### src/pkg/pll_swo_pkg.sv
// shared constants, types and register map of the reference switchover controller
package pll_swo_pkg;
	// ==================== register map (byte addresses)
	localparam logic [4:0] CONTROL_OFS = 5'h00;
	localparam logic [4:0] STATUS_OFS = 5'h04;
	localparam logic [4:0] LOSS_LIMIT_OFS = 5'h08;
	localparam logic [4:0] FIRST_COUNT_OFS = 5'h0C;
	localparam logic [4:0] SECOND_COUNT_OFS = 5'h10;
	// ==================== control fields
	localparam int CTL_PLL_RESET = 0;
	localparam int CTL_PFD_ENABLE = 1;
	localparam int CTL_MODE_LSB = 2;
	localparam int CTL_SWITCH_REQ = 4;
	// ==================== status fields
	localparam int STS_BAD0 = 0;
	localparam int STS_BAD1 = 1;
	localparam int STS_ACTIVE = 2;
	localparam int STS_LOCKED = 3;
	localparam int STS_BUSY = 4;
	localparam int STS_CASCADE = 5;
	// ==================== reset values and timing
	localparam logic [1:0] MODE_RESET = 2'h1;
	localparam logic [15:0] LOSS_LIMIT_RESET = 16'h0040;
	localparam logic [7:0] COUNT_HIGH_RESET = 8'h02;
	localparam logic [7:0] COUNT_LOW_RESET = 8'h02;
	localparam logic [2:0] SWITCH_HOLD_EDGES = 3'h3;
	localparam logic [4:0] LOCK_EDGES = 5'h10;
	localparam logic [8:0] COUNT_ONE = 9'h001;
	localparam logic [8:0] COUNT_FULL = 9'h100;

	typedef enum logic [1:0] {
		MODE_MANUAL = 2'b00,
		MODE_AUTO = 2'b01,
		MODE_AUTO_OVERRIDE = 2'b10
	} switch_mode_t;

	typedef enum logic [1:0] {
		SW_STEADY = 2'b00,
		SW_GATE_OLD = 2'b01,
		SW_WAIT_NEW = 2'b10
	} switch_state_t;

	typedef struct packed {
		logic [7:0] low_count;
		logic [7:0] high_count;
	} counter_cfg_t;

	typedef struct packed {
		logic [4:0] address;
		logic read;
		logic write;
		logic [31:0] writedata;
	} avalon_req_t;
endpackage

### src/logic/pll_clock_switchover_control.sv
// reference clock switchover, pll reset/lock model and post-scale counters with an avalon-mm slave
// Functional notes
// - chained output counters divide the oscillator by the product of both settings
// - chaining comes from the configuration image only, never from register writes
// - duty cycle set by separate high and low counts per counter
// - disabled phase detector freezes the loop; oscillator free-runs at last frequency
// - pll reset clears counters, outputs and lock, returns oscillator to nominal
// - after pll reset, resynchronise to selected reference and relock before lock rises
// - lock indicator high only when feedback matches reference in phase and frequency
// - automatic mode watches the selected reference and switches when it stops
// - manual request rise held three reference cycles swaps the reference
// - in override mode the manual request beats the automatic decision
// - automatic switching repeats without limit whenever the other input is alive
// - no switchover when both inputs are stopped
// - one failure flag per input, raised when that input is seen stopped
// - an indicator shows which input feeds the pll
// - selected input stuck low raises its failure flag and steers towards backup
// - switchover happens on a falling edge of the still available input
// - manual switch gates output at old falling edge, switches at new falling edge
// - after reset the primary reference is selected
// - only rising edges of the switch request count; falling edges never switch
// - switching waits until the target input is available
`timescale 1ns/1ns
module pll_clock_switchover_control #(
	parameter logic cascade_enable = 1'b0
) (
	input wire logic mclk,
	input wire logic resetn,
	input wire logic primary_reference_clock,
	input wire logic backup_reference_clock,
	input wire logic [4:0] address,
	input wire logic read,
	input wire logic write,
	input wire logic [31:0] writedata,
	output logic [31:0] readdata,
	output logic waitrequest,
	output logic reference_out,
	output logic first_output_counter_clk,
	output logic second_output_counter_clk,
	output logic locked,
	output logic [1:0] clock_bad,
	output logic active_clock
);
	import pll_swo_pkg::*;

	// full 9-bit count, a zero field standing for 256
	function automatic logic [8:0] count_value(input logic [7:0] field);
		count_value = (field == 8'h00) ? COUNT_FULL : {1'b0, field};
	endfunction

	// ==================== register bus
	avalon_req_t req;
	logic pll_reset_reg;
	logic pfd_enable_reg;
	switch_mode_t mode_reg;
	logic switch_req_reg;
	logic [15:0] loss_limit_reg;
	counter_cfg_t first_cfg_reg;
	counter_cfg_t second_cfg_reg;
	logic [31:0] readdata_reg;
	logic waitrequest_reg;
	logic bus_commit;
	logic [31:0] status_word;
	switch_state_t state_reg;

	assign req = '{address: address, read: read, write: write, writedata: writedata};
	// a request is answered one edge after it is seen; it commits when waitrequest is low
	assign bus_commit = (req.read || req.write) && !waitrequest_reg;

	// one wait state per access keeps the address decode out of the readdata path
	always_ff @(posedge mclk) begin
		if (!resetn) begin
			waitrequest_reg <= 1'b1;
		end else begin
			waitrequest_reg <= !((req.read || req.write) && waitrequest_reg);
		end
	end

	always_ff @(posedge mclk) begin
		if (!resetn) begin
			pll_reset_reg <= 1'b0;
			pfd_enable_reg <= 1'b1;
			mode_reg <= switch_mode_t'(MODE_RESET);
			switch_req_reg <= 1'b0;
			loss_limit_reg <= LOSS_LIMIT_RESET;
			first_cfg_reg <= '{low_count: COUNT_LOW_RESET, high_count: COUNT_HIGH_RESET};
			second_cfg_reg <= '{low_count: COUNT_LOW_RESET, high_count: COUNT_HIGH_RESET};
		end else if (bus_commit && req.write) begin
			case (req.address)
				CONTROL_OFS: begin
					pll_reset_reg <= req.writedata[CTL_PLL_RESET];
					pfd_enable_reg <= req.writedata[CTL_PFD_ENABLE];
					mode_reg <= switch_mode_t'(req.writedata[CTL_MODE_LSB +: 2]);
					switch_req_reg <= req.writedata[CTL_SWITCH_REQ];
				end
				LOSS_LIMIT_OFS: loss_limit_reg <= req.writedata[15:0];
				// counts may be rewritten at run time, chaining may not
				FIRST_COUNT_OFS: first_cfg_reg <= counter_cfg_t'(req.writedata[15:0]);
				SECOND_COUNT_OFS: second_cfg_reg <= counter_cfg_t'(req.writedata[15:0]);
				default: begin
				end
			endcase
		end
	end

	assign status_word = {26'h0, cascade_enable, (state_reg != SW_STEADY), locked, active_clock, clock_bad};

	// read data is captured on the first edge so it stands at the committing edge
	always_ff @(posedge mclk) begin
		if (!resetn) begin
			readdata_reg <= 32'h0;
		end else if (req.read && waitrequest_reg) begin
			case (req.address)
				CONTROL_OFS: readdata_reg <= {27'h0, switch_req_reg, mode_reg, pfd_enable_reg, pll_reset_reg};
				STATUS_OFS: readdata_reg <= status_word;
				LOSS_LIMIT_OFS: readdata_reg <= {16'h0, loss_limit_reg};
				FIRST_COUNT_OFS: readdata_reg <= {16'h0, first_cfg_reg};
				SECOND_COUNT_OFS: readdata_reg <= {16'h0, second_cfg_reg};
				default: readdata_reg <= 32'h0;
			endcase
		end
	end

	assign readdata = readdata_reg;
	assign waitrequest = waitrequest_reg;

	// ==================== reference sampling and clock sense
	logic [1:0] ref_now_reg;
	logic [1:0] ref_prev_reg;
	logic [1:0] ref_fall;
	logic [1:0] ref_rise;
	logic [15:0] idle0_reg;
	logic [15:0] idle1_reg;
	logic [1:0] bad_reg;

	always_ff @(posedge mclk) begin
		if (!resetn) begin
			ref_now_reg <= 2'b00;
			ref_prev_reg <= 2'b00;
		end else begin
			ref_now_reg <= {backup_reference_clock, primary_reference_clock};
			ref_prev_reg <= ref_now_reg;
		end
	end

	assign ref_fall = ref_prev_reg & ~ref_now_reg;
	assign ref_rise = ~ref_prev_reg & ref_now_reg;

	// an input is stopped once no edge is seen for loss_limit mclk cycles
	// the flags only mean something while both inputs run at similar rates
	always_ff @(posedge mclk) begin
		if (!resetn) begin
			idle0_reg <= 16'h0;
			idle1_reg <= 16'h0;
			bad_reg <= 2'b00;
		end else begin
			idle0_reg <= (ref_fall[0] || ref_rise[0]) ? 16'h0 : (idle0_reg == loss_limit_reg) ? idle0_reg : idle0_reg + 16'h1;
			idle1_reg <= (ref_fall[1] || ref_rise[1]) ? 16'h0 : (idle1_reg == loss_limit_reg) ? idle1_reg : idle1_reg + 16'h1;
			bad_reg[0] <= (idle0_reg == loss_limit_reg);
			bad_reg[1] <= (idle1_reg == loss_limit_reg);
		end
	end

	assign clock_bad = bad_reg;

	// ==================== manual switch request qualification
	logic req_prev_reg;
	logic req_armed_reg;
	logic [2:0] req_edges_reg;
	logic manual_fire;
	logic sel_reg;

	// counting edges of the selected input means a slower clock stretches the hold time
	always_ff @(posedge mclk) begin
		if (!resetn) begin
			req_prev_reg <= 1'b0;
			req_armed_reg <= 1'b0;
			req_edges_reg <= 3'h0;
		end else begin
			req_prev_reg <= switch_req_reg;
			if (!switch_req_reg) begin
				req_armed_reg <= 1'b0;
				req_edges_reg <= 3'h0;
			end else if (!req_prev_reg) begin
				req_armed_reg <= (mode_reg == MODE_MANUAL) || (mode_reg == MODE_AUTO_OVERRIDE);
				req_edges_reg <= 3'h0;
			end else if (manual_fire) begin
				req_armed_reg <= 1'b0;
			end else if (req_armed_reg && ref_rise[sel_reg]) begin
				req_edges_reg <= req_edges_reg + 3'h1;
			end
		end
	end

	assign manual_fire = req_armed_reg && (req_edges_reg == SWITCH_HOLD_EDGES);

	// ==================== switchover state machine
	logic gate_reg;
	logic active_reg;
	logic auto_fire;
	logic manual_pending;

	// a held manual request in override mode keeps the automatic path quiet
	assign manual_pending = (mode_reg == MODE_AUTO_OVERRIDE) && switch_req_reg;
	// both dead: nothing to switch to
	assign auto_fire = ((mode_reg == MODE_AUTO) || ((mode_reg == MODE_AUTO_OVERRIDE) && !manual_pending))
		&& bad_reg[sel_reg] && !bad_reg[!sel_reg];

	always_ff @(posedge mclk) begin
		if (!resetn) begin
			state_reg <= SW_STEADY;
			sel_reg <= 1'b0;
			gate_reg <= 1'b0;
			active_reg <= 1'b0;
		end else begin
			case (state_reg)
				SW_STEADY: begin
					if (manual_fire) begin
						state_reg <= SW_GATE_OLD;
					end else if (auto_fire) begin
						gate_reg <= 1'b1;
						state_reg <= SW_WAIT_NEW;
					end
				end
				SW_GATE_OLD: begin
					if (ref_fall[sel_reg] || bad_reg[sel_reg]) begin
						gate_reg <= 1'b1;
						state_reg <= SW_WAIT_NEW;
					end
				end
				SW_WAIT_NEW: begin
					// a stopped target never shows a falling edge, so this waits for it
					if (ref_fall[!sel_reg]) begin
						sel_reg <= !sel_reg;
						active_reg <= !sel_reg;
						gate_reg <= 1'b0;
						state_reg <= SW_STEADY;
					end
				end
				default: state_reg <= SW_STEADY;
			endcase
		end
	end

	assign active_clock = active_reg;

	// ==================== reference output and lock model
	logic ref_out_reg;
	logic ref_out_prev_reg;
	logic [4:0] lock_edges_reg;
	logic locked_reg;

	// gating lands before the mux moves, so no runt pulse reaches the output
	always_ff @(posedge mclk) begin
		if (!resetn) begin
			ref_out_reg <= 1'b0;
			ref_out_prev_reg <= 1'b0;
		end else begin
			ref_out_reg <= !gate_reg && ref_now_reg[sel_reg];
			ref_out_prev_reg <= ref_out_reg;
		end
	end

	assign reference_out = ref_out_reg;

	// relock is counted in reference edges; a switch or a dead reference restarts it
	always_ff @(posedge mclk) begin
		if (!resetn) begin
			lock_edges_reg <= 5'h0;
			locked_reg <= 1'b0;
		end else if (pll_reset_reg) begin
			lock_edges_reg <= 5'h0;
			locked_reg <= 1'b0;
		// phase detector off: lock state is frozen and carries no meaning
		end else if (!pfd_enable_reg) begin
			lock_edges_reg <= lock_edges_reg;
			locked_reg <= locked_reg;
		end else if (state_reg != SW_STEADY || bad_reg[sel_reg]) begin
			lock_edges_reg <= 5'h0;
			locked_reg <= 1'b0;
		end else begin
			if (ref_out_reg && !ref_out_prev_reg && lock_edges_reg != LOCK_EDGES) begin
				lock_edges_reg <= lock_edges_reg + 5'h1;
			end
			locked_reg <= (lock_edges_reg == LOCK_EDGES);
		end
	end

	assign locked = locked_reg;

	// ==================== post-scale counters on the oscillator stand-in (mclk)
	logic [8:0] cnt0_reg;
	logic [8:0] cnt1_reg;
	logic out0_reg;
	logic out1_reg;
	logic out0_prev_reg;
	logic tick1;

	always_ff @(posedge mclk) begin
		if (!resetn || pll_reset_reg) begin
			cnt0_reg <= COUNT_ONE;
			out0_reg <= 1'b0;
		end else if (cnt0_reg == COUNT_ONE) begin
			out0_reg <= !out0_reg;
			cnt0_reg <= out0_reg ? count_value(first_cfg_reg.low_count) : count_value(first_cfg_reg.high_count);
		end else begin
			cnt0_reg <= cnt0_reg - COUNT_ONE;
		end
	end

	always_ff @(posedge mclk) begin
		if (!resetn || pll_reset_reg) begin
			out0_prev_reg <= 1'b0;
		end else begin
			out0_prev_reg <= out0_reg;
		end
	end

	// chained: the second counter advances once per period of the first
	assign tick1 = cascade_enable ? (out0_reg && !out0_prev_reg) : 1'b1;

	always_ff @(posedge mclk) begin
		if (!resetn || pll_reset_reg) begin
			cnt1_reg <= COUNT_ONE;
			out1_reg <= 1'b0;
		end else if (tick1) begin
			if (cnt1_reg == COUNT_ONE) begin
				out1_reg <= !out1_reg;
				cnt1_reg <= out1_reg ? count_value(second_cfg_reg.low_count) : count_value(second_cfg_reg.high_count);
			end else begin
				cnt1_reg <= cnt1_reg - COUNT_ONE;
			end
		end
	end

	assign first_output_counter_clk = out0_reg;
	assign second_output_counter_clk = out1_reg;
endmodule // pll_clock_switchover_control

### config.mk
export PLATFORM = sky130hd
export DESIGN_NAME = pll_clock_switchover_control
export DESIGN_NICKNAME = d
export VERILOG_FILES = /design/src/pkg/pll_swo_pkg.sv /design/src/logic/pll_clock_switchover_control.sv
export SDC_FILE = /design/constraint.sdc
export NUM_CORES = 1
export LEC_CHECK = 0
export BUFFER_PORTS_ARGS = -buffer_cell sky130_fd_sc_hd__buf_4
export CAP_MARGIN = 20
export CORE_MARGIN = 2
export CORE_UTILIZATION = 25
export DETAILED_ROUTE_END_ITERATION = 12
export PLACE_DENSITY_LB_ADDON = 0.08
export SYNTH_ARGS = -nofsm -noshare
export SYNTH_HDL_FRONTEND = slang
export SYNTH_SLANG_ARGS = --single-unit
export TNS_END_PERCENT = 50
### constraint.sdc
create_clock -name mclk -period 1.7 [get_ports mclk]
set_input_delay 0.085 -clock mclk [delete_from_list [all_inputs] [get_ports mclk]]
set_output_delay 0.085 -clock mclk [all_outputs]
set_load 0.02 [all_outputs]
==> flow_metrics.env, run 1 <==
export IMPL_hold_path_startpoint="read"
export IMPL_seq_area_sq_mm=0.00297
export IMPL_ios=83
export IMPL_rows=61
export IMPL_violations="negative setup slack"
export IMPL_use_met1_pct=21.3
export IMPL_ys_seq_area_share_pct=40.9
export IMPL_fin_setup_tns_ps=-175
export IMPL_numPortBuffers=50
export IMPL_antenna_cells=0
export IMPL_drive_gt1_share_pct=26.7
export IMPL_grt_setup_unrepaired="yes"
export IMPL_fin_nets=1056
export IMPL_fin_crit_sh_pct=102
export IMPL_ys_top_cells_by_area="dfxtp_1 (41%), nand2_1 (7.6%), a21oi_1 (5.2%)"
export IMPL_netlist_area_sq_mm=0.00709
export IMPL_fillers=2903
export IMPL_period_needed_ps=1730
export IMPL_multiInputGateArea_sq_mm=0.00404
export IMPL_synth_area_per_cell_sq_um=8.44
export IMPL_grt_overflow_total=0
export IMPL_gr_usage_all_layers_pct=15.9
export IMPL_ant_nets=0
export IMPL_worst_slack_ps=-28.0
export IMPL_insertion_delay_ps=420
export IMPL_use_met3_pct=2.49
export IMPL_power_density_mw_per_mm2=1050
export IMPL_via_per_inst=4.68
export IMPL_crit_slowest_cell="dfxtp_2"
export IMPL_antenna_found_initial=0
export IMPL_slew_violations=0
export IMPL_drt_pass1_iter_count=6
export IMPL_ys_flop_type="dfxtp_1"
export IMPL_setup_viol=10
export IMPL_start_util_pct=25.5
export IMPL_crit_path_end_kind="flip-flop"
export IMPL_arrival_ps=2030
export IMPL_cp_num_buf_inv=2
export IMPL_die_y_um=172
export IMPL_crit_path_start_kind="flip-flop"
export IMPL_met2_usage_pct=26.5
export IMPL_cpPeakStageDelay_ps=400
export IMPL_synth_edf_count=0
export IMPL_hp_class="in -> reg"
export IMPL_crit_family="simple AND/OR/NAND/NOR gates"
export IMPL_status="finished, violations left"
export IMPL_post_place_cells=1324
export IMPL_synth_top_area_share_pct=40.9
export IMPL_critical_path_max_fanout=8
export IMPL_grt_pass1_wl_um=35500
export IMPL_place_congestion=0.733
export IMPL_cts_sinks=145
export IMPL_grt_busiest_layer="met2"
export IMPL_wl_per_cell_um=16.9
export IMPL_clk_path_buf_depth=2
export IMPL_wl_um=23500
export IMPL_synth_seq_cells=145
export IMPL_p_leak_nw=3.61
export IMPL_startpoint="idle1_reg[13]"
export IMPL_cts_tree="done"
export IMPL_post_dp_cell_area_sq_mm=0.00853
export IMPL_hold_worst_slack_ps=122
export IMPL_synth_common_cells="dfxtp_1 (145), nand2_1 (144), a21oi_1 (74), nor2_1 (39), xnor2_1 (39)"
export IMPL_async_flop_share_pct=0
export IMPL_die_w_um=172
export IMPL_core_sq_mm=0.0279
export IMPL_timing_final_hold_violations=0
export IMPL_worstPathRequired_ps=2010
export IMPL_dr_first_iter_drc_count=397
export IMPL_htreeDepth=4
export IMPL_synth_area_leader_cell="dfxtp_1"
export IMPL_place_hpwl_um=17100
export IMPL_die_area_sq_mm=0.0297
export IMPL_clkTransAtPathRegs_ps=70
export IMPL_cts_root_buf="clkbuf_16"
export IMPL_rr_startpoint="idle1_reg[13]"
export IMPL_vdd_drop_max_uv=613
export IMPL_drv_cap=0
export IMPL_vias=6489
export IMPL_synth_most_common_cell="dfxtp_1"
export IMPL_yosys_warnings=0
export IMPL_skew_ps=13.4
export IMPL_cts_made_buffers=17
export IMPL_postLayoutCellArea_sq_mm=0.00975
export IMPL_grt_pass1_vias=6109
export IMPL_yosys_cell_types_count=56
export IMPL_synthCells=840
export IMPL_area_growth_pct=37.5
export IMPL_critPathKind="reg -> reg"
export IMPL_worstPathCellList="xnor2_2 > nand4_1 > nor4_4 > buf_4 > clkbuf_16 > or3_1 > a21oi_1"
export IMPL_stdcell_count=1387
export IMPL_route_detailed_drc=0
export IMPL_clock_fmax_ghz=0.579
export IMPL_grt_max_degree=56
-- cells by family (layout without fill, tap and decap cells) --
family	count (synthesis)	after routing	synth area share (%)
adder cells (fa/ha/maj)	17	17	3.00
flip-flops	145	145	40.9
AO/OA/AOI/OAI	187	187	16.8
buffers and inverters	84	238	5.82
AND/OR/NAND/NOR	328	328	23.2
other	1	16	0.0529
XOR/XNOR	49	49	6.05
multiplexers	29	29	4.15
-- repair_timing --
item / 4_1_cts / 5_1_grt
hold endpoints to repair: 56 / 0
cloned: 0 / 5
endpoints found under the setup margin: 16 / 51
buffers inserted: 0 / 5
resized for setup: 7 / 83
hold buffers: 21 / 0
pin swaps: 0 / 23
-- cell usage in the layout, fill, tap and decap left out, drive strengths merged, types with 5 or more instances in the layout --
| cell | Yosys | final |
|---|---|---|
| nor3 | 11 | 11 |
| ha | 17 | 17 |
| a21oi | 74 | 74 |
| clkbuf | 27 | 20 |
| xnor2 | 39 | 39 |
| inv | 23 | 25 |
| conb | 1 | 16 |
| and2 | 10 | 10 |
| o22ai | 6 | 6 |
| nor2 | 39 | 39 |
| or3 | 14 | 14 |
| nand4 | 16 | 16 |
| a311oi | 8 | 8 |
| a2bb2oi | 6 | 6 |
| nand2b | 7 | 7 |
| or4 | 18 | 18 |
| nor2b | 15 | 15 |
| nand3 | 22 | 22 |
| buf | 33 | 160 |
| nand2 | 144 | 144 |
| xor2 | 10 | 10 |
| dlygate4sd3 | 0 | 21 |
| bufinv | 0 | 5 |
| nor4 | 12 | 12 |
| mux2i | 26 | 26 |
| nor4b | 5 | 5 |
| o31ai | 13 | 13 |
| dfxtp | 145 | 145 |
| a211oi | 24 | 24 |
| a222oi | 11 | 11 |
| o21ai | 29 | 29 |
-- report_power, final --
part	switching [mW]	internal [mW]	total (mW)
registers	0.226	3.61	3.84
logic	1.12	1.08	2.20
clock network	1.56	2.65	4.21
-- per-layer routing --
metal,wire (um),up-vias
met5,0,-
met4,248,0
met3,643,14
met2,11300,111
met1,11300,3070
li1,-,3294
-- per-stage QoR --
step | utilization [%] | total power, mW | setup slack (ps)
after floorplan | - | 5.14 | -11.0
after global placement | 30.6 | 6.03 | -62.6
after detailed placement | 30.6 | 6.01 | -36.5
after CTS | 33.8 | 10.3 | -4.94
after global routing | 35.0 | 10.8 | -110
final | 35.0 | 10.2 | -28.0
-- final cells by class --
class,instances,area share (%)
inverters,24,0.924
repair buffers,182,15.7
clock inverters,13,2.14
well taps,378,4.85
multi-input cells,626,41.4
clock buffers,19,4.54
flip-flops and latches,145,30.4
-- final timing paths --
kind / to / slack (ps) / cells after the start
worst max register to register: idle1_reg[4] / -30 / 7
worst max-delay path: idle1_reg[4] / -30 / 7
worst min register to register: reference_out / 440 / 1
worst min-delay path: readdata[2] / 120 / 4
-- worst min-delay path, stage by stage --
cell and delay [ps]:
buf_4 130, nand2_1 140, a2bb2oi_1 80, nor2_1 70
Power figures use the tool's default switching activity.
==> run 2: changes to the inputs <==
clock period = 2 ns   (was 1.7 ns; I/O delays follow)
==> flow_metrics.env, run 2 (synthesis results as in run 1) <==
export IMPL_status="finished, final reports clean"
export IMPL_postCtsSetupBuffers=0
export IMPL_worst_slack_ps=204
export IMPL_slew_violations=0
export IMPL_place_congestion=0.743
export IMPL_dr_first_iter_drc_count=371
export IMPL_p_clk_share_pct=40.4
export IMPL_antenna_cells=0
export IMPL_crit_slowest_cell="dfxtp_1"
export IMPL_combPwrFrac_pct=19.1
export IMPL_wl_per_cell_um=16.9
export IMPL_power_density_mw_per_mm2=923
export IMPL_switchingPower_mw=2.38
export IMPL_crit_path_start_kind="flip-flop"
export IMPL_antenna_found_initial=0
export IMPL_crit_family="simple AND/OR/NAND/NOR gates"
export IMPL_grt_overflow_total=0
export IMPL_cts_made_buffers=17
export IMPL_cts_tree="done"
export IMPL_fillers=2947
export IMPL_clkTransAtPathRegs_ps=70
export IMPL_grt_max_degree=31
export IMPL_final_common_cell="dfxtp_1"
export IMPL_crit_path_end_kind="flip-flop"
export IMPL_start_util_pct=25.5
export IMPL_postLayoutCellArea_sq_mm=0.00878
export IMPL_ios=83
export IMPL_cp_num_buf_inv=0
export IMPL_clk_path_buf_depth=2
export IMPL_post_dp_cell_area_sq_mm=0.00797
export IMPL_cpPeakStageDelay_ps=480
export IMPL_worstPathRequired_ps=2350
export IMPL_die_w_um=172
export IMPL_place_hpwl_um=16100
export IMPL_core_sq_mm=0.0279
export IMPL_stdcell_count=1307
export IMPL_hp_class="in -> reg"
export IMPL_via_per_inst=4.74
export IMPL_power_frac_seq_pct=40.5
export IMPL_gr_usage_all_layers_pct=15.5
export IMPL_rows=61
export IMPL_arrival_ps=2150
export IMPL_critical_path_max_fanout=7
export IMPL_worstPathCellList="nand4_1 > nor3_1 > nand3_1 > or4_1 > a21oi_1"
export IMPL_skew_ps=13.8
export IMPL_p_int_mw=5.72
export IMPL_pre_cts_slack_ps=169
export IMPL_numPortBuffers=50
export IMPL_htreeDepth=4
export IMPL_die_y_um=172
export IMPL_route_detailed_drc=0
export IMPL_setup_viol=0
export IMPL_clock_fmax_ghz=0.557
export IMPL_wl_um=22100
export IMPL_drv_cap=0
export IMPL_cts_sinks=145
export IMPL_die_area_sq_mm=0.0297
export IMPL_insertion_delay_ps=430
export IMPL_grt_pass1_vias=5818
export IMPL_p_leak_nw=3.09
export IMPL_fin_crit_sh_pct=89.8
export IMPL_postLayoutCoreUtil_pct=31.5
export IMPL_power_mw=8.10
export IMPL_critPathKind="reg -> reg"
export IMPL_cts_root_buf="clkbuf_16"
export IMPL_vdd_drop_max_uv=553
export IMPL_area_growth_pct=23.8
export IMPL_vias=6193
export IMPL_worst_pin_slew_ps=781
export IMPL_drive_gt1_share_pct=13.7
export IMPL_hold_worst_slack_ps=134
export IMPL_post_place_cells=1256
export IMPL_period_needed_ps=1800
export IMPL_timing_final_hold_violations=0
export IMPL_relSlewSlack_pct=47.9
export IMPL_grt_pass1_wl_um=34300
export IMPL_ant_nets=0
export IMPL_fin_nets=978
export IMPL_final_cell_mix="dfxtp_1 (145), nand2_1 (144), buf_4 (80)"
export IMPL_sw_frac_of_total_pct=29.4
export IMPL_grt_setup_unrepaired="no"
export IMPL_drt_pass1_iter_count=5
export IMPL_fin_setup_tns_ps=0
-- run 2: layout make-up --
| type | instances | area [sq um] | share of cell area [%] |
|---|---|---|---|
| multi-input cells | 626 | 3850 | 43.9 |
| flip-flops and latches | 145 | 2900 | 33.1 |
| repair buffers | 104 | 871 | 9.92 |
| well taps | 378 | 473 | 5.39 |
| clock buffers | 17 | 425 | 4.85 |
| clock inverters | 13 | 165 | 1.88 |
| inverters | 24 | 90.1 | 1.03 |
-- run 2: routing by layer --
metal / vias up / track usage [%] / part of all wire (%)
met1: 2937 / 20.3 / 47
met2: 108 / 25.5 / 48
met4: 0 / 4.71 / 1.5
li1: 3127 / - / -
met3: 21 / 3.16 / 3.3
met5: - / 0 / 0
-- run 2: power by group through the flow --
stage	clock, mW	combinational [mW]	sequential [mW]
2_1_floorplan	0	1.06	3.30
5_1_grt	3.50	1.73	3.32
3_3_place_gp	0	1.53	3.35
3_5_place_dp	0	1.52	3.34
4_1_cts	3.37	1.55	3.28
6_report	3.27	1.55	3.28
-- run 2: path summary, 6_finish.rpt --
check,startpoint,to,slack (ps),cells after the start
worst min-delay path,read,readdata[2],130,4
worst max-delay path,idle1_reg[4],idle1_reg[15],200,5
worst max register to register,idle1_reg[4],idle1_reg[15],200,5
worst min register to register,gate_reg,reference_out,440,1
-- run 2: worst min-delay path: stages --
cell and delay, ps:
buf_4 130, nand2_1 150, a2bb2oi_1 90, nor2_1 70
-- run 2: repair_timing --
action                                  in CTS  in global routing
hold buffers                                21                  0
endpoints found under the hold margin       56                  0
endpoints found under the setup margin       0                  1
resized for setup                            0                  1
